[src/rucb_defines.vh]
// offsets, reset values, field positions and timing for the upper config bank
`ifndef RUCB_DEFINES_VH
`define RUCB_DEFINES_VH
`define RUCB_ADDR_FIRST      5'h0e
`define RUCB_ADDR_HP3        5'h0e
`define RUCB_ADDR_HP4        5'h0f
`define RUCB_ADDR_BLKEN      5'h10
`define RUCB_ADDR_FRAC_LO    5'h11
`define RUCB_ADDR_FRAC_HI    5'h12
`define RUCB_ADDR_INT        5'h13
`define RUCB_ADDR_SYN1       5'h14
`define RUCB_ADDR_SYN2       5'h15
`define RUCB_ADDR_VAS        5'h16
`define RUCB_ADDR_LOMISC     5'h17
`define RUCB_ADDR_XTAL       5'h18
`define RUCB_ADDR_VCO        5'h19
`define RUCB_ADDR_LO_GENERATOR      5'h1a
`define RUCB_ADDR_PADRV      5'h1b
`define RUCB_ADDR_PA_BIAS_DAC      5'h1c
`define RUCB_ADDR_TXGAIN     5'h1d
`define RUCB_ADDR_TXIQ       5'h1e
`define RUCB_ADDR_TXDC       5'h1f
`define RUCB_RST_HP3         10'h3c5
`define RUCB_RST_HP4         10'h201
`define RUCB_RST_BLKEN       10'h01c
`define RUCB_RST_FRAC_LO     10'h155
`define RUCB_RST_FRAC_HI     10'h155
`define RUCB_RST_INT         10'h153
`define RUCB_RST_SYN1        10'h249
`define RUCB_RST_SYN2        10'h02d
`define RUCB_RST_VAS         10'h1a9
`define RUCB_RST_LOMISC      10'h24f
`define RUCB_RST_XTAL        10'h180
`define RUCB_RST_VCO         10'h000
`define RUCB_RST_LO_GENERATOR       10'h3c0
`define RUCB_RST_PADRV       10'h200
`define RUCB_RST_PA_BIAS_DAC       10'h0c0
`define RUCB_RST_TXGAIN      10'h03f
`define RUCB_RST_TXIQ        10'h380
`define RUCB_RST_TXDC        10'h340
`define RUCB_HP3_GATE_BIT    9
`define RUCB_HP3_RETRIG_BIT  8
`define RUCB_HP4_SEQUENCER_MODE_TWO_BIT   9
`define RUCB_HP4_BYPASS_BIT  6
`define RUCB_HP4_XTAL40_BIT  0
`define RUCB_BLK_TXDAC_BIT   7
`define RUCB_BLK_DAC_BIT     6
`define RUCB_BLK_CAL_BIT     1
`define RUCB_BLK_CHIP_BIT    0
`define RUCB_VAS_TRIG_BIT    7
`define RUCB_VAS_RELOCK_BIT  1
`define RUCB_VAS_AUTO_BIT    0
`define RUCB_PADRV_DC_BIT    8
`define RUCB_PADRV_GAIN_BIT  7
`define RUCB_PADRV_PHASE_BIT 6
`define RUCB_CLK_PERIOD_NS   5
`define RUCB_SEQ_TICK_NS     200
`define RUCB_HOLD_STEP_NS    3200
`define RUCB_EDGE_STEP_NS    200
`define RUCB_PA_BIAS_DAC_STEP_NS   500
`define RUCB_XTAL_PER_TICK40 4'd8
`define RUCB_XTAL_PER_TICK20 4'd4
`define RUCB_VAS_FACTOR      15'd7
`define RUCB_SUBBAND_RELOCK  5'd15
`define RUCB_CORNER_600K     3'd4
`define RUCB_FRAME_BITS      16
`define RUCB_HDR_BITS        6
`endif

[src/rucb_timer.v]
// countdown timer: loads a count on start, finishes after that many ticks
`timescale 1ns/1ps
`default_nettype none
module rucb_timer #(
    parameter W = 14
) (
    // clock and control
    input  wire         clk,
    input  wire         rst_n,
    input  wire         ce,
    // request
    input  wire         start,
    input  wire         tick,
    input  wire [W-1:0] load,
    // status
    output reg          busy,
    output reg          done
);
    reg [W-1:0] cnt;

    // a zero load finishes on the next edge, so a 0 us setting still passes
    always @(posedge clk or negedge rst_n)
    begin
        if (!rst_n)
        begin
            cnt  <= {W{1'b0}};
            busy <= 1'b0;
            done <= 1'b0;
        end
        else if (ce)
        begin
            done <= 1'b0;
            if (start)
            begin
                cnt  <= load;
                busy <= (load != {W{1'b0}});
                done <= (load == {W{1'b0}});
            end
            else if (busy && tick)
            begin
                if (cnt == {{(W-1){1'b0}}, 1'b1})
                begin
                    busy <= 1'b0;
                    done <= 1'b1;
                end
                cnt <= cnt - {{(W-1){1'b0}}, 1'b1};
            end
        end
    end
endmodule
`default_nettype wire

[src/rucb_serial_port.v]
// four-wire serial port: r/w bit, 5-bit address, 10-bit data, msb first
`timescale 1ns/1ps
`default_nettype none
`include "rucb_defines.vh"
module rucb_serial_port (
    // clock and control
    input  wire       clk,
    input  wire       rst_n,
    input  wire       ce,
    // pins
    input  wire       csn,
    input  wire       sclk,
    input  wire       din,
    output reg        dout,
    output reg        dout_oe,
    // register side
    output reg  [4:0] addr,
    output reg  [9:0] wdata,
    output reg        wr,
    input  wire [9:0] rdata
);
    reg        sclk_q;
    reg        rw;
    reg [3:0]  cnt;
    reg [14:0] sh;
    wire       rise = sclk & ~sclk_q;
    wire       fall = ~sclk & sclk_q;
    wire [3:0] bit_idx = 4'd15 - cnt;

    always @(posedge clk or negedge rst_n)
    begin
        if (!rst_n)
        begin
            sclk_q  <= 1'b0;
            rw      <= 1'b0;
            cnt     <= 4'h0;
            sh      <= 15'h0;
            dout    <= 1'b0;
            dout_oe <= 1'b0;
            addr    <= 5'h0;
            wdata   <= 10'h0;
            wr      <= 1'b0;
        end
        else if (ce)
        begin
            sclk_q <= sclk;
            wr     <= 1'b0;
            if (csn)
            begin
                cnt     <= 4'h0;
                dout_oe <= 1'b0;
            end
            else
            begin
                dout_oe <= 1'b1;
                if (rise)
                begin
                    sh  <= {sh[13:0], din};
                    cnt <= cnt + 4'h1;
                    if (cnt == 4'd5)
                    begin
                        rw   <= sh[4];
                        addr <= {sh[3:0], din};
                    end
                    if (cnt == 4'd15)
                    begin
                        wdata <= {sh[8:0], din};
                        wr    <= ~rw;
                    end
                end
                // readback leaves on the falling edge, one data bit per clock
                if (fall && rw && cnt >= 4'd6)
                    dout <= rdata[bit_idx];
            end
        end
    end
endmodule
`default_nettype wire

[src/rucb_top.v]
// register bank 14 to 31 and the logic its fields steer
`timescale 1ns/1ps
`default_nettype none
`include "rucb_defines.vh"
module rucb_top (
    // clock, reset, enable
    input  wire        REF_CLK,
    input  wire        RESETN,
    input  wire        CLK_EN,
    // serial port
    input  wire        SPI_CSN,
    input  wire        SPI_SCLK,
    input  wire        SPI_DIN,
    output wire        SPI_DOUT,
    output wire        SPI_DOUT_OE,
    // mode pins and status inputs
    input  wire        CHIP_ENABLE_PIN,
    input  wire        RECEIVE_ENABLE_PIN,
    input  wire        TRANSMIT_ENABLE_PIN,
    input  wire        XTAL_TICK,
    input  wire        VCO_OUT_OF_LOCK,
    input  wire        PLL_LOCK_INDICATION,
    input  wire        GAIN_BIT7,
    input  wire        GAIN_BIT6,
    input  wire        HIGHPASS_HOLD_PIN,
    // trim and pin sources for the transmit muxes
    input  wire [5:0]  TX_GAIN_PINS,
    input  wire [5:0]  TX_PHASE_TRIM,
    input  wire [5:0]  TX_OFFSET_FUSE_I,
    input  wire [5:0]  TX_OFFSET_FUSE_Q,
    // power and mode controls
    output reg         CHIP_ON,
    output reg         XTAL_CORE_ON,
    output reg         CAL_MODE,
    output reg         CAL_RX,
    output reg         CAL_TX,
    output reg         PA_DRIVER_ON,
    output reg         PA_BIAS_DAC_ON,
    // highpass sequencer
    output reg  [2:0]  HP_CORNER,
    output reg         CORNER_CTRL_A,
    output reg         CORNER_CTRL_D,
    // synthesizer
    output reg  [19:0] SYNTH_FRAC,
    output reg  [7:0]  SYNTH_INT,
    output reg  [1:0]  LO_BAND,
    output reg  [3:0]  REF_DIV_RATIO,
    output reg         VAS_BUSY,
    output reg  [4:0]  VCO_SUBBAND,
    // transmit muxes
    output reg  [5:0]  TX_GAIN,
    output reg  [5:0]  TX_PHASE,
    output reg  [5:0]  TX_OFFSET_I,
    output reg  [5:0]  TX_OFFSET_Q
);
    localparam ST_FINAL  = 2'd0;
    localparam ST_HOLD1K = 2'd1;
    localparam ST_M2     = 2'd2;
    localparam [13:0] HOLD_TICKS = `RUCB_HOLD_STEP_NS / `RUCB_SEQ_TICK_NS;
    localparam [13:0] EDGE_TICKS = `RUCB_EDGE_STEP_NS / `RUCB_SEQ_TICK_NS;
    localparam [13:0] DAC_STEP   = `RUCB_PA_BIAS_DAC_STEP_NS / `RUCB_CLK_PERIOD_NS;

    reg  [9:0]  regs [14:31];
    wire [4:0]  sp_addr;
    wire [9:0]  sp_wdata;
    wire        sp_wr;
    wire [9:0]  sp_rdata;
    integer     i;

    function [9:0] rst_val;
        input [4:0] a;
        begin
            case (a)
                `RUCB_ADDR_HP3:     rst_val = `RUCB_RST_HP3;
                `RUCB_ADDR_HP4:     rst_val = `RUCB_RST_HP4;
                `RUCB_ADDR_BLKEN:   rst_val = `RUCB_RST_BLKEN;
                `RUCB_ADDR_FRAC_LO: rst_val = `RUCB_RST_FRAC_LO;
                `RUCB_ADDR_FRAC_HI: rst_val = `RUCB_RST_FRAC_HI;
                `RUCB_ADDR_INT:     rst_val = `RUCB_RST_INT;
                `RUCB_ADDR_SYN1:    rst_val = `RUCB_RST_SYN1;
                `RUCB_ADDR_SYN2:    rst_val = `RUCB_RST_SYN2;
                `RUCB_ADDR_VAS:     rst_val = `RUCB_RST_VAS;
                `RUCB_ADDR_LOMISC:  rst_val = `RUCB_RST_LOMISC;
                `RUCB_ADDR_XTAL:    rst_val = `RUCB_RST_XTAL;
                `RUCB_ADDR_VCO:     rst_val = `RUCB_RST_VCO;
                `RUCB_ADDR_LO_GENERATOR:   rst_val = `RUCB_RST_LO_GENERATOR;
                `RUCB_ADDR_PADRV:   rst_val = `RUCB_RST_PADRV;
                `RUCB_ADDR_PA_BIAS_DAC:   rst_val = `RUCB_RST_PA_BIAS_DAC;
                `RUCB_ADDR_TXGAIN:  rst_val = `RUCB_RST_TXGAIN;
                `RUCB_ADDR_TXIQ:    rst_val = `RUCB_RST_TXIQ;
                `RUCB_ADDR_TXDC:    rst_val = `RUCB_RST_TXDC;
                default:            rst_val = 10'h000;
            endcase
        end
    endfunction

    rucb_serial_port u_port (
        .clk     (REF_CLK),
        .rst_n   (RESETN),
        .ce      (CLK_EN),
        .csn     (SPI_CSN),
        .sclk    (SPI_SCLK),
        .din     (SPI_DIN),
        .dout    (SPI_DOUT),
        .dout_oe (SPI_DOUT_OE),
        .addr    (sp_addr),
        .wdata   (sp_wdata),
        .wr      (sp_wr),
        .rdata   (sp_rdata)
    );

    // lower addresses belong elsewhere: writes dropped, reads give zero
    assign sp_rdata = (sp_addr >= `RUCB_ADDR_FIRST) ? regs[sp_addr] : 10'h000;

    always @(posedge REF_CLK or negedge RESETN)
    begin
        if (!RESETN)
        begin
            for (i = 14; i < 32; i = i + 1)
                regs[i] <= rst_val(i[4:0]);
        end
        else if (CLK_EN && sp_wr && sp_addr >= `RUCB_ADDR_FIRST)
            regs[sp_addr] <= sp_wdata;
    end

    wire [9:0] hp3   = regs[`RUCB_ADDR_HP3];
    wire [9:0] hp4   = regs[`RUCB_ADDR_HP4];
    wire [9:0] blken = regs[`RUCB_ADDR_BLKEN];
    wire [9:0] vco_auto_select   = regs[`RUCB_ADDR_VAS];
    wire [9:0] padrv = regs[`RUCB_ADDR_PADRV];
    wire [9:0] pa_bias_dac = regs[`RUCB_ADDR_PA_BIAS_DAC];

    // power and lock gating
    wire chip_on   = blken[`RUCB_BLK_CHIP_BIT] & CHIP_ENABLE_PIN;
    wire lock_bad  = VCO_OUT_OF_LOCK | ~PLL_LOCK_INDICATION;
    wire pa_gate   = hp3[`RUCB_HP3_GATE_BIT] & lock_bad;
    wire dac_tx    = blken[`RUCB_BLK_TXDAC_BIT] & TRANSMIT_ENABLE_PIN;
    wire dac_req   = chip_on & ~pa_gate & (blken[`RUCB_BLK_DAC_BIT] | dac_tx);
    reg  gate_q;
    reg  dac_req_q;

    // turn-on delay code 0 and 1 both mean no delay, then half-microsecond steps
    wire [3:0]  dac_code = pa_bias_dac[9:6];
    wire [13:0] dac_load = (dac_code > 4'd1) ?
                           ({10'h0, dac_code - 4'd1} * DAC_STEP) : 14'h0;
    wire        dac_done;
    wire        dac_start = dac_req & ~dac_req_q;

    rucb_timer #(.W(14)) u_dac_delay (
        .clk   (REF_CLK),
        .rst_n (RESETN),
        .ce    (CLK_EN),
        .start (dac_start),
        .tick  (1'b1),
        .load  (dac_load),
        .busy  (),
        .done  (dac_done)
    );

    // sequencer tick: one per 0.2 us whichever crystal is fitted
    reg  [3:0] pre_cnt;
    wire [3:0] pre_end = hp4[`RUCB_HP4_XTAL40_BIT] ?
                         `RUCB_XTAL_PER_TICK40 : `RUCB_XTAL_PER_TICK20;
    wire       seq_tick = XTAL_TICK && (pre_cnt == pre_end - 4'd1);

    // highpass sequencer
    reg  [1:0] seq_state;
    reg        hold_q;
    reg        g7_q;
    reg        g6_q;
    wire       mode_two  = hp4[`RUCB_HP4_SEQUENCER_MODE_TWO_BIT];
    wire       hold_on   = mode_two & HIGHPASS_HOLD_PIN;
    wire       hold_fall = mode_two & hold_q & ~HIGHPASS_HOLD_PIN;
    wire       bypass    = hp4[`RUCB_HP4_BYPASS_BIT];
    wire       gain_chg  = (GAIN_BIT7 ^ g7_q) | (GAIN_BIT6 ^ g6_q);
    wire       gain_trig = hp3[`RUCB_HP3_RETRIG_BIT] & gain_chg;
    wire       seq_start = ~hold_on & ((hold_fall & ~bypass) | gain_trig);
    wire [13:0] hold_load = {12'h0, hp3[1:0]} * HOLD_TICKS;
    wire       hold_done;

    rucb_timer #(.W(14)) u_hold (
        .clk   (REF_CLK),
        .rst_n (RESETN),
        .ce    (CLK_EN),
        .start (seq_start),
        .tick  (seq_tick),
        .load  (hold_load),
        .busy  (),
        .done  (hold_done)
    );

    reg [1:0] next_state;
    always @*
    begin
        next_state = seq_state;
        if (hold_on)
            next_state = ST_M2;
        else if (hold_fall && bypass)
            next_state = ST_FINAL;
        else if (seq_start)
            next_state = ST_HOLD1K;
        else
        begin
            case (seq_state)
                ST_HOLD1K: if (hold_done) next_state = ST_FINAL;
                ST_M2:     next_state = ST_FINAL;
                ST_FINAL:  next_state = ST_FINAL;
                default:   next_state = ST_FINAL;
            endcase
        end
    end

    // corner code: 0=100Hz 1=1kHz 2=30kHz 3=100kHz 4=600kHz
    reg [2:0] next_corner;
    always @*
    begin
        case (next_state)
            ST_M2:     next_corner = {1'b0, hp3[7:6]} + 3'd1;
            ST_HOLD1K: next_corner = 3'd1;
            default:   next_corner = {1'b0, hp3[5:4]};
        endcase
    end

    // lower corners: control rising edges wait, falling edges do not
    reg        low_q;
    wire       low_req    = (next_corner != `RUCB_CORNER_600K);
    wire       edge_start = low_req & ~low_q;
    wire [13:0] edge_load = {12'h0, hp3[3:2]} * EDGE_TICKS;
    wire       edge_done;

    rucb_timer #(.W(14)) u_edge (
        .clk   (REF_CLK),
        .rst_n (RESETN),
        .ce    (CLK_EN),
        .start (edge_start),
        .tick  (seq_tick),
        .load  (edge_load),
        .busy  (),
        .done  (edge_done)
    );

    // vco auto-select
    wire [2:0]  vdiv_code = vco_auto_select[4:2];
    wire [14:0] autoselect_clock_divide   = (vdiv_code == 3'd7) ? 15'd2 : {12'h0, vdiv_code} + 15'd8;
    wire [14:0] autoselect_delay_ratio   = 15'd16 << vco_auto_select[6:5];
    wire [14:0] vas_load  = autoselect_clock_divide * autoselect_delay_ratio * `RUCB_VAS_FACTOR;
    wire        frac_wr   = sp_wr && (sp_addr == `RUCB_ADDR_FRAC_LO);
    wire        relock    = pa_gate & ~gate_q;
    wire        vas_go    = (frac_wr & vco_auto_select[`RUCB_VAS_TRIG_BIT]) | relock;
    wire        vas_busy;
    reg  [4:0]  vas_sub;

    rucb_timer #(.W(15)) u_vas (
        .clk   (REF_CLK),
        .rst_n (RESETN),
        .ce    (CLK_EN),
        .start (vas_go),
        .tick  (XTAL_TICK),
        .load  (vas_load),
        .busy  (vas_busy),
        .done  ()
    );

    // reference divider decode
    reg [3:0] ref_div;
    always @*
    begin
        case (regs[`RUCB_ADDR_SYN1][2:1])
            2'b00:   ref_div = 4'd1;
            2'b01:   ref_div = 4'd2;
            2'b10:   ref_div = 4'd4;
            default: ref_div = 4'd8;
        endcase
    end

    always @(posedge REF_CLK or negedge RESETN)
    begin
        if (!RESETN)
        begin
            gate_q    <= 1'b0;
            dac_req_q <= 1'b0;
            pre_cnt   <= 4'h0;
            seq_state <= ST_FINAL;
            hold_q    <= 1'b0;
            g7_q      <= 1'b0;
            g6_q      <= 1'b0;
            low_q     <= 1'b0;
            vas_sub   <= `RUCB_SUBBAND_RELOCK;
        end
        else if (CLK_EN)
        begin
            gate_q    <= pa_gate;
            dac_req_q <= dac_req;
            if (XTAL_TICK)
                pre_cnt <= seq_tick ? 4'h0 : pre_cnt + 4'h1;
            seq_state <= next_state;
            hold_q    <= HIGHPASS_HOLD_PIN;
            g7_q      <= GAIN_BIT7;
            g6_q      <= GAIN_BIT6;
            low_q     <= low_req;
            // search start point; the found band itself is analog and not kept here
            if (vas_go && !vco_auto_select[`RUCB_VAS_RELOCK_BIT])
                vas_sub <= `RUCB_SUBBAND_RELOCK;
        end
    end

    always @(posedge REF_CLK or negedge RESETN)
    begin
        if (!RESETN)
        begin
            CHIP_ON        <= 1'b0;
            XTAL_CORE_ON   <= 1'b0;
            CAL_MODE       <= 1'b0;
            CAL_RX         <= 1'b0;
            CAL_TX         <= 1'b0;
            PA_DRIVER_ON   <= 1'b0;
            PA_BIAS_DAC_ON <= 1'b0;
            HP_CORNER      <= 3'd0;
            CORNER_CTRL_A  <= 1'b0;
            CORNER_CTRL_D  <= 1'b0;
            SYNTH_FRAC     <= 20'h0;
            SYNTH_INT      <= 8'h0;
            LO_BAND        <= 2'b0;
            REF_DIV_RATIO  <= 4'd1;
            VAS_BUSY       <= 1'b0;
            VCO_SUBBAND    <= 5'h0;
            TX_GAIN        <= 6'h0;
            TX_PHASE       <= 6'h0;
            TX_OFFSET_I    <= 6'h0;
            TX_OFFSET_Q    <= 6'h0;
        end
        else if (CLK_EN)
        begin
            CHIP_ON      <= chip_on;
            // oscillator sits outside the chip gating
            XTAL_CORE_ON <= regs[`RUCB_ADDR_XTAL][9];
            CAL_MODE     <= blken[`RUCB_BLK_CAL_BIT];
            CAL_RX       <= blken[`RUCB_BLK_CAL_BIT] & RECEIVE_ENABLE_PIN;
            CAL_TX       <= blken[`RUCB_BLK_CAL_BIT] & TRANSMIT_ENABLE_PIN;
            PA_DRIVER_ON <= chip_on & ~pa_gate;
            // drops at once when the request goes, rises only after the delay
            PA_BIAS_DAC_ON <= dac_req & (PA_BIAS_DAC_ON | dac_done);
            HP_CORNER     <= next_corner;
            CORNER_CTRL_A <= low_req & (CORNER_CTRL_A | edge_done);
            CORNER_CTRL_D <= low_req & (CORNER_CTRL_D | edge_done);
            SYNTH_FRAC <= {regs[`RUCB_ADDR_FRAC_HI], regs[`RUCB_ADDR_FRAC_LO]};
            SYNTH_INT  <= regs[`RUCB_ADDR_INT][7:0];
            LO_BAND    <= regs[`RUCB_ADDR_INT][9:8];
            REF_DIV_RATIO <= ref_div;
            VAS_BUSY   <= vas_busy;
            VCO_SUBBAND <= vco_auto_select[`RUCB_VAS_AUTO_BIT] ?
                           vas_sub : regs[`RUCB_ADDR_LOMISC][4:0];
            TX_GAIN  <= padrv[`RUCB_PADRV_GAIN_BIT] ?
                        regs[`RUCB_ADDR_TXGAIN][5:0] : TX_GAIN_PINS;
            TX_PHASE <= padrv[`RUCB_PADRV_PHASE_BIT] ?
                        padrv[5:0] : TX_PHASE_TRIM;
            TX_OFFSET_I <= padrv[`RUCB_PADRV_DC_BIT] ?
                           regs[`RUCB_ADDR_TXIQ][5:0] : TX_OFFSET_FUSE_I;
            TX_OFFSET_Q <= padrv[`RUCB_PADRV_DC_BIT] ?
                           regs[`RUCB_ADDR_TXDC][5:0] : TX_OFFSET_FUSE_Q;
        end
    end
endmodule
`default_nettype wire

[config.mk]
export PLATFORM = sky130hd
export DESIGN_NAME = rucb_top
export DESIGN_NICKNAME = d
export VERILOG_FILES = /design/src/rucb_timer.v /design/src/rucb_serial_port.v /design/src/rucb_top.v
export VERILOG_INCLUDE_DIRS = /design/src
export SDC_FILE = /design/constraint.sdc
export NUM_CORES = 1
export LEC_CHECK = 0
export BUFFER_PORTS_ARGS = -buffer_cell sky130_fd_sc_hd__buf_2
export CELL_PAD_IN_SITES_DETAIL_PLACEMENT = 0
export CELL_PAD_IN_SITES_GLOBAL_PLACEMENT = 1
export CORE_UTILIZATION = 50
export DETAILED_ROUTE_END_ITERATION = 12
export PLACE_DENSITY_LB_ADDON = 0.1
export SLEW_MARGIN = 20
export SYNTH_ARGS = -nofsm -noshare
export SYNTH_HDL_FRONTEND = slang
export SYNTH_SLANG_ARGS = --single-unit
export TNS_END_PERCENT = 30
[constraint.sdc]
create_clock -name REF_CLK -period 7.7 [get_ports REF_CLK]
set_clock_uncertainty 0.15 [all_clocks]
set_input_delay 0.77 -clock REF_CLK [delete_from_list [all_inputs] [get_ports REF_CLK]]
set_output_delay 0.77 -clock REF_CLK [all_outputs]
set_load 0.03 [all_outputs]
# Word-level counts from Yosys, hierarchy flattened
# Cells that the tools add are included.
dict set report totals {
  ff_bits 365
  word_cells 247
}
dict set report classes {
  n_addsub 11
  mul 3
  n_lt_le_gt_ge 6
  n_eq_ne 15
  n_shift 1
  muxes 60
  n_bitwise 45
  n_reduce_logical 40
}
# op count
set ops {}
lappend ops {{180-bit bitwise mux} 1}
lappend ops {{14-bit two-way mux} 6}
lappend ops {{10-bit binary-select mux with 5-bit select} 1}
lappend ops {{10-bit demux with 5-bit select} 1}
lappend ops {{14-bit by 1-bit equality test with 1-bit output (second input constant)} 3}
lappend ops {{14-bit logical NOT} 3}
lappend ops {{14-bit nonzero test} 3}
lappend ops {{14-bit by 1-bit subtractor with 14-bit output (second input constant)} 3}
lappend ops {{10-bit two-way mux} 4}
lappend ops {{15-bit two-way mux} 2}
lappend ops {{1-bit two-way mux} 26}
lappend ops {{6-bit two-way mux} 4}
lappend ops {{1-bit AND} 22}
lappend ops {{4-bit two-way mux} 4}
lappend ops {{2-bit nonzero test} 8}
lappend ops {{15-bit by 1-bit equality test with 1-bit output (second input constant)} 1}
lappend ops {{15-bit by 3-bit multiplier with 15-bit output (second input constant)} 1}
lappend ops {{5-bit by 15-bit multiplier with 15-bit output} 1}
lappend ops {{3-bit AND reduction} 5}
lappend ops {{15-bit nonzero test} 1}
lappend ops {{5-bit by 2-bit << shifter with 15-bit output (first input constant)} 1}
lappend ops {{15-bit by 1-bit subtractor with 15-bit output (second input constant)} 1}
lappend ops {{1-bit NOT} 12}
lappend ops {{4-bit case mux with 3 select lines} 1}
lappend ops {{32 further kinds} 66}

# Depth between registers and ports, before layout
# Gate-level depths: netlist of run 1.
dict set report logic_depth {
  ltp_word 14
  ltp_mapped 24
  depth_no_buf 24
}

# Modules after synthesis
# Synthesis of run 1 repeated with hierarchy kept, for this count alone.
dict set report unflattened {
  cells_unflattened 1669
  area_unflattened_um2 19396.1
}
# module instances cells_per_inst area_per_inst_um2
set modules_own_cells {}
lappend modules_own_cells {rucb_top 1 1030 13455.4}
lappend modules_own_cells {{rucb_timer (u_dac_delay ...)} 3 129 1082.3}
lappend modules_own_cells {rucb_serial_port 1 108 1487.7}
lappend modules_own_cells {{rucb_timer (u_vas)} 1 144 1206.2}

# Worst setup path after synthesis of run 1
# Ideal clock, no wire load.
dict set report synth_path {
  path_type {flip-flop to flip-flop}
  start {reg regs (netlist bit vco_auto_select[5])}
  end {reg u_vas.busy}
  arrival_ns 4.979
  setup_slack_ns 2.450
  path_stages_with_launch 22
  n_path_buf 1
  period_less_slack_ns 5.250
  cell_sequence {dfstp_2 -> clkbuf_1 -> nand2b_1 -> nor2_1 -> ha_1 -> ha_1 -> fa_1 -> inv_1 -> fa_1 -> inv_1 -> a21oi_1 -> o21bai_1 -> xor2_1 -> inv_1 -> fa_1 -> inv_1 -> ha_1 -> or3_1 -> o22ai_1 -> xor2_1 -> nand4_1 -> a32o_1}
}
dict set report synth_between {
  elab_chain_len 5
}
# item line_no
set synth_lines {}
lappend synth_lines {{start, declared} rucb_top.v:63} ;# reg [9:0] regs [14:31];
lappend synth_lines {{start signal, assigned by index} rucb_top.v:120} ;# regs[i] <= rst_val(i[4:0]);
lappend synth_lines {{start signal, assigned by index} rucb_top.v:123} ;# regs[sp_addr] <= sp_wdata;
lappend synth_lines {{5-bit by 2-bit << shifter with 15-bit output} rucb_top.v:245} ;# wire [14:0] autoselect_delay_ratio = 15'd16 << vco_auto_select[6:5];
lappend synth_lines {{5-bit by 15-bit multiplier with 15-bit output} rucb_top.v:246} ;# wire [14:0] vas_load = autoselect_clock_divide * autoselect_delay_ratio * `RUCB_VAS_FACTOR;
lappend synth_lines {{15-bit by 3-bit multiplier with 15-bit output (no source line)} n/a}
lappend synth_lines {{15-bit nonzero test} rucb_timer.v:36} ;# busy <= (load != {W{1'b0}});
lappend synth_lines {{1-bit two-way mux} rucb_timer.v:33} ;# if (start)
lappend synth_lines {{end signal, assigned} rucb_timer.v:36}
lappend synth_lines {{end, declared} rucb_timer.v:16} ;# output reg busy,
# No other way between the ends.
# A chain may end at the register's enable or synchronous reset.

# Worst setup path in the final report of run 1
dict set report layout_path {
  start {reg regs (netlist bit vco_auto_select[3])}
  end {reg u_vas.busy}
}
dict set report layout_between {
  elab_chain_len 6
}
# item line_no
set layout_lines {}
lappend layout_lines {{3-bit by 4-bit adder with 5-bit output / 3-bit equality test (equally long branches)} rucb_top.v:244} ;# wire [14:0] autoselect_clock_divide = (vdiv_code == 3'd7) ? 15'd2 : {12'h0, vdiv_code} + 15'd8;
lappend layout_lines {{5-bit two-way mux (*)} rucb_top.v:244}
lappend layout_lines {{5-bit by 15-bit multiplier with 15-bit output (*)} rucb_top.v:246}
lappend layout_lines {{15-bit by 3-bit multiplier with 15-bit output (no source line) (*)} n/a}
lappend layout_lines {{15-bit nonzero test (*)} rucb_timer.v:36}
lappend layout_lines {{1-bit two-way mux (*)} rucb_timer.v:33}
# Mark *: on every way between the ends. The rest lies on a longest branch, timed or not.

==> run metrics, run 1 <==
Reg power frac 0.485; crit path capture type flop; power per cell area 207.5 nW/um2; Pre-Repair DR Iteration Count 7; Peak VDD IR 0.1775 mV; All-Layer GR Usage 0.2323; clock sink count 365; grt ovf 0; largest net degree at the start of global routing 154; PnR worst setup slack 2.203 ns; Rows 70; Max Transition Viols Final 0; share of layout cells above drive strength 1 0.3233; kind of critical path flop to flop; post-synthesis area per instance 12.06 um2; initial antenna violation count 0; Startpoint Class flop; H-tree level count 2; DP Worst Slack 2.184 ns; Static Leak 9.402 nW; fin nets 1730; Fillers 3113; DRT antenna net count 0; fmax 181.9 MHz; Crit Path Max Fanout 5; Req. time, crit path 7.99 ns; hold buffers post-CTS 0; Reg clk slew, reported paths 0.06 ns; slew margin rel. 0.2489; Post-CTS Setup Bufs 0; Synth Cell Area 18530 um2; Gates resized, CTS repair 0; Initial Util 0.5072; Synth Flop Type dfrtp_1; CTS Buffer Depth 3; CTS tree yes; via/cell ratio 5.731; Worst Max-Slew Pin Slew 1.123 ns; synth top area cells dfrtp_1 40%, mux2_2 13%, dfstp_2 9.5%; most frequent cells in the layout 296 x dfrtp_1, 211 x mux2_2, 129 x nor2_1; most common cell after layout, fill and taps aside dfrtp_1; Die Y 194.5 um; synth unique cells 83; Gate power share 0.081; cts bufs inserted 41; Post-Syn Instances 1536; root buffer cell clkbuf_16; WL final 42580 um; R2R depth 20; R2R Path End u_vas.busy; IO Count 117; core area 36520 um2; Placed Instances 2048; ant diodes 0; reg2reg start vco_auto_select[3]; Setup Viol. Count Final 0; Async S/R FF share, synth 1.000; Die ar. 37820 um2; minimum clock period 5.497 ns; CP Data Arrival Time 5.79 ns; worst min-delay path category input port to async pin; internal power 3.242 mW; RSZ-0062 raised after global routing false; Post-Layout Cell Count 2123; fin area 20740 um2; area leader, netlist dfrtp_1; routability congestion estimate from global placement 0.8440; first-pass GRT wire length 68740 um; register area share after synthesis 0.4976; final worst path period share 0.7139; routed length per placed instance 20.05 um; Power Total 4.304 mW; clock share of power 0.435; synthesis-to-finish area growth 11.95%; Yosys warnings 0; Psw 1.062 mW; Post-Route Utilization 0.5679; vias in the first global route 12260; Final Hold Fails 0; Clock Latency Late Sink 0.55 ns; post-synthesis register bit count 365; initial drt markers 706; detailed-route DRC error count 0; PortBufs 116; Synth Net Count 1643; reg-to-reg slack, setup 2.20 ns; Sw Ratio 0.2467; die width 194.5 um; post-route setup TNS 0 ns; hold_ws 0.0003745 ns; number of synthesized flops with an enable pin 0; HPWL after DPL 28820 um; Yosys top cell area share 0.4025; total number of vias 12170; DP Area 19450 um2; max cap viols 0; status completed
[synthesized netlist by cell type (4+ instances only)]
| library cell | instances |
|---|---|
| nor2_1 | 129 |
| buf_2 | 7 |
| xnor2_1 | 19 |
| nand3_1 | 22 |
| o221ai_1 | 8 |
| or4_1 | 4 |
| nor3_1 | 36 |
| buf_4 | 7 |
| nand2b_1 | 12 |
| o21ai_0 | 47 |
| nand4_1 | 7 |
| or3_1 | 12 |
| mux4_2 | 40 |
| o22ai_1 | 6 |
| nor3b_1 | 5 |
| dfrtp_1 | 298 |
| a21o_1 | 6 |
| buf_1 | 19 |
| nand3b_1 | 9 |
| fa_1 | 12 |
| nand2_1 | 48 |
| inv_1 | 62 |
| mux2i_1 | 51 |
| dfstp_2 | 67 |
| a21oi_1 | 88 |
| clkbuf_1 | 47 |
| a31oi_1 | 7 |
| mux2_2 | 211 |
| xor2_1 | 22 |
| o21a_1 | 7 |
| mux2_1 | 38 |
| nor2b_1 | 7 |
| o21ai_1 | 21 |
| o41ai_1 | 5 |
| nor2_2 | 10 |
| nor4_1 | 7 |
| ha_1 | 56 |
[worst max-delay path: stages (launching register included)]
cell	delay, ns
dfstp_2	0.55
and3_1	0.23
nor3_1	0.07
ha_1	0.29
ha_1	0.30
fa_1	0.57
inv_1	0.06
fa_1	0.45
inv_1	0.07
a21oi_1	0.06
o21bai_1	0.19
xor2_1	0.43
inv_1	0.11
fa_1	0.49
inv_1	0.05
ha_1	0.22
or3_1	0.31
o22ai_1	0.18
xor2_1	0.24
nand4_1	0.12
a32o_1	0.26
[flip-flops by register name, indices dropped and copies added, names as in the netlist, 5 cells and up]
name             cells
vco_auto_select     10
TX_PHASE             6
SYNTH_FRAC          20
regs               120
u_port.addr          5
padrv               10
pa_bias_dac         10
u_vas.cnt           15
hp4                 10
TX_GAIN              6
VCO_SUBBAND          5
u_dac_delay.cnt     14
u_edge.cnt          14
SYNTH_INT            8
u_port.wdata        10
u_port.sh            9
hp3                 10
blken               10
TX_OFFSET_I          6
TX_OFFSET_Q          6
u_hold.cnt          14
[worst max path at each step]
stage | start | endpoint | slack, ns | depth (start not counted)
2_1_floorplan | vco_auto_select[5] | u_vas.busy | 2.45 | 21
3_5_place_dp | vco_auto_select[3] | u_vas.busy | 2.18 | 20
3_3_place_gp | vco_auto_select[3] | u_vas.busy | 2.27 | 20
6_report | vco_auto_select[3] | u_vas.busy | 2.20 | 20
5_1_grt | vco_auto_select[3] | u_vas.busy | 1.68 | 19
4_1_cts | vco_auto_select[3] | u_vas.busy | 2.16 | 20
[cell type report]
class | count | area, um2 | area share
Sequential cell | 365 | 9223 | 0.4447
Inverter | 63 | 236.5 | 0.01140
Clock buffer | 72 | 1264 | 0.06093
Clock inverter | 3 | 28.78 | 0.001388
Timing Repair Buffer | 127 | 700.7 | 0.03378
Multi-Input combinational cell | 1025 | 8702 | 0.4196
Tap cell | 468 | 585.6 | 0.02823
[metal layers]
metal,up-vias,track usage,wire length (um)
li1,5719,-,-
met3,62,0.03592,1657
met2,248,0.3603,19460
met4,0,0.08407,1225
met1,6138,0.3318,20240
met5,-,0,0
[logic make-up (layout without fill, tap and decap cells)]
group	count (synthesis)	count (layout)	share of synthesized area
DFF	365	365	0.4976
muxes	340	340	0.2275
and+or+nand+nor	337	337	0.09226
AOI/OAI and AO/OA	239	239	0.07977
buffers and inverters	146	265	0.03269
adders and majority gates	68	68	0.05079
xor gates and xnor gates	41	41	0.01938
[power by group through the flow]
stage	sequential, mW	combinational, mW	clock [mW]
final	2.09	0.347	1.87
after global routing	2.10	0.387	2.00
after CTS	2.08	0.352	1.93
after detailed placement	2.12	0.351	0
after global placement	2.11	0.347	0
after floorplan	2.11	0.229	0
No activity file was read; power rests on OpenSTA's default activity.
==> run 2, diff against run 1 <==
clock period = 5.1 ns   (was 7.7 ns; I/O delays follow)
==> run 2 against run 1 <==
Fmax rose by 10%. Largest cell class unchanged. Count of clock-buffer cells in the layout fell by 12. Highest routed layer unchanged. Global-route usage rose by 0.14 points. Worst setup slack got worse by 2.1 ns. Die area did not move. Power rose by 56%. Final cell count rose by 1.7%. Clock power rose by 61%.
==> run metrics, run 2 (synthesis results as in run 1) <==
status completed; Die Y 194.5 um; final worst path period share 0.9763; total number of vias 12260; synthesis-to-finish area growth 15.33%; fmax 200.8 MHz; slew margin rel. 0.2849; clock sink count 365; Setup Viol. Count Final 0; DP Worst Slack -0.2300 ns; Power Total 6.698 mW; largest net degree at the start of global routing 108; biggest regs regs x120, SYNTH_FRAC x20, u_vas.cnt x15; kind of critical path flop to flop; Max Transition Viols Final 0; Sw Ratio 0.2473; worst min-delay path category input port to flop; Post-Layout Cell Count 2160; PortBufs 116; fin nets 1767; IO Count 117; routed length per placed instance 19.89 um; largest reg by FF count regs; All-Layer GR Usage 0.2337; share of layout cells above drive strength 1 0.3617; max cap viols 0; Static Leak 9.683 nW; HPWL after DPL 29240 um; root buffer cell clkbuf_16; Pre-Repair DR Iteration Count 4; minimum clock period 4.979 ns; Req. time, crit path 5.38 ns; Placed Instances 2080; Peak VDD IR 0.2178 mV; Slowest-stage cell, CP dfstp_2; crit-path max cell delay 0.55 ns; power per cell area 313.5 nW/um2; Crit path buffers/inverters 1; Startpoint Class flop; clock share of power 0.452; PnR worst setup slack 0.1211 ns; initial drt markers 512; worst-path cell chain and3_4 -> nor3_2 -> ha_1 -> ha_4 -> fa_1 -> ha_1 -> a21o_1 -> a21oi_2 -> o21bai_1 -> a21oi_2 -> xnor2_2 -> fa_1 -> inv_1 -> ha_4 -> or3_1 -> o22ai_2 -> xor2_1 -> nand4_1 -> a32o_1; CTS tree yes; RSZ-0062 raised after global routing true; hold_ws 0.05078 ns; Initial Util 0.5072; post-route setup TNS 0 ns; Reg power frac 0.472; CTS Buffer Depth 3; Clock Latency Late Sink 0.55 ns; routability congestion estimate from global placement 0.8325; via/cell ratio 5.674; H-tree level count 2; Crit Path Max Fanout 4; die width 194.5 um; first-pass GRT wire length 69970 um; Final Hold Fails 0; CP Data Arrival Time 5.26 ns; DRT antenna net count 0; Gate power share 0.076; vias in the first global route 12510; WL final 42960 um; Psw 1.657 mW; Rows 70; cts bufs inserted 41; most common cell after layout, fill and taps aside dfrtp_1; max reg flops 120; Worst Max-Slew Pin Slew 1.069 ns; core area 36520 um2; CP top delay family adder cells; ant diodes 0; detailed-route DRC error count 0; most frequent cells in the layout 296 x dfrtp_1, 211 x mux2_2, 128 x nor2_1; Reg clk slew, reported paths 0.06 ns; crit path capture type flop; internal power 5.042 mW; Die ar. 37820 um2; grt ovf 0; initial antenna violation count 0
==> run 2: cell type report <==
class	count	area [um2]
repair buffers	164	992.2
well taps	468	585.6
clock inverters	15	210.2
multi-input cells	1025	8940
fillers	3031	15160
clock buffers	60	1179
inverters	63	236.5
flip-flops and latches	365	9223
==> run 2: tightest hold or removal path, stage by stage <==
cell	delay, ns
buf_2	0.07
nand3_1	0.06
o21ai_0	0.06
==> run 2: power by group through the flow <==
stage	Combinational [mW]	Clock [mW]	Sequential, mW
floorplan	0.346	0	3.19
global placement	0.510	0	3.21
detailed placement	0.519	0	3.21
CTS	0.521	3.11	3.16
global route	0.577	3.20	3.18
finish	0.511	3.02	3.16
==> run 2: what timing repair did <==
action | 4_1_cts | 5_1_grt
pin swaps | 12 | 19
endpoints found under the hold margin | 76 | 0
buffers inserted | 3 | 1
gates resized for setup | 18 | 26
hold buffers | 1 | 0
endpoints found under the setup margin | 3 | 4
==> run 2: worst paths after layout <==
check / start / cells past startpoint / end / slack (ns)
setup / recovery: vco_auto_select[3] / 19 / u_vas.busy / 0.12
min in group asynchronous: RESETN / 2 / u_dac_delay.cnt[1] / 0.47
setup reg to reg: vco_auto_select[3] / 19 / u_vas.busy / 0.12
hold / removal: RECEIVE_ENABLE_PIN / 3 / CAL_RX / 0.05
hold reg to reg: REF_DIV_RATIO[0] / 2 / REF_DIV_RATIO[0] / 0.33
max in group asynchronous: RESETN / 3 / u_port.addr[1] / 3.31
==> run 2: per-layer routing <==
layer	global-route usage	vias to the layer above	share of wire
met4	0.06026	0	0.021
li1	-	5786	-
met3	0.02724	54	0.027
met5	0	-	0
met2	0.3738	183	0.47
met1	0.3390	6232	0.48
==> run 2: metrics by stage <==
step                  util  instance area [um2]
finish              0.5850                21370
global route        0.5850                21370
CTS                 0.5809                21220
detailed placement  0.5395                19710
global placement    0.5395                19710
floorplan                -                18540
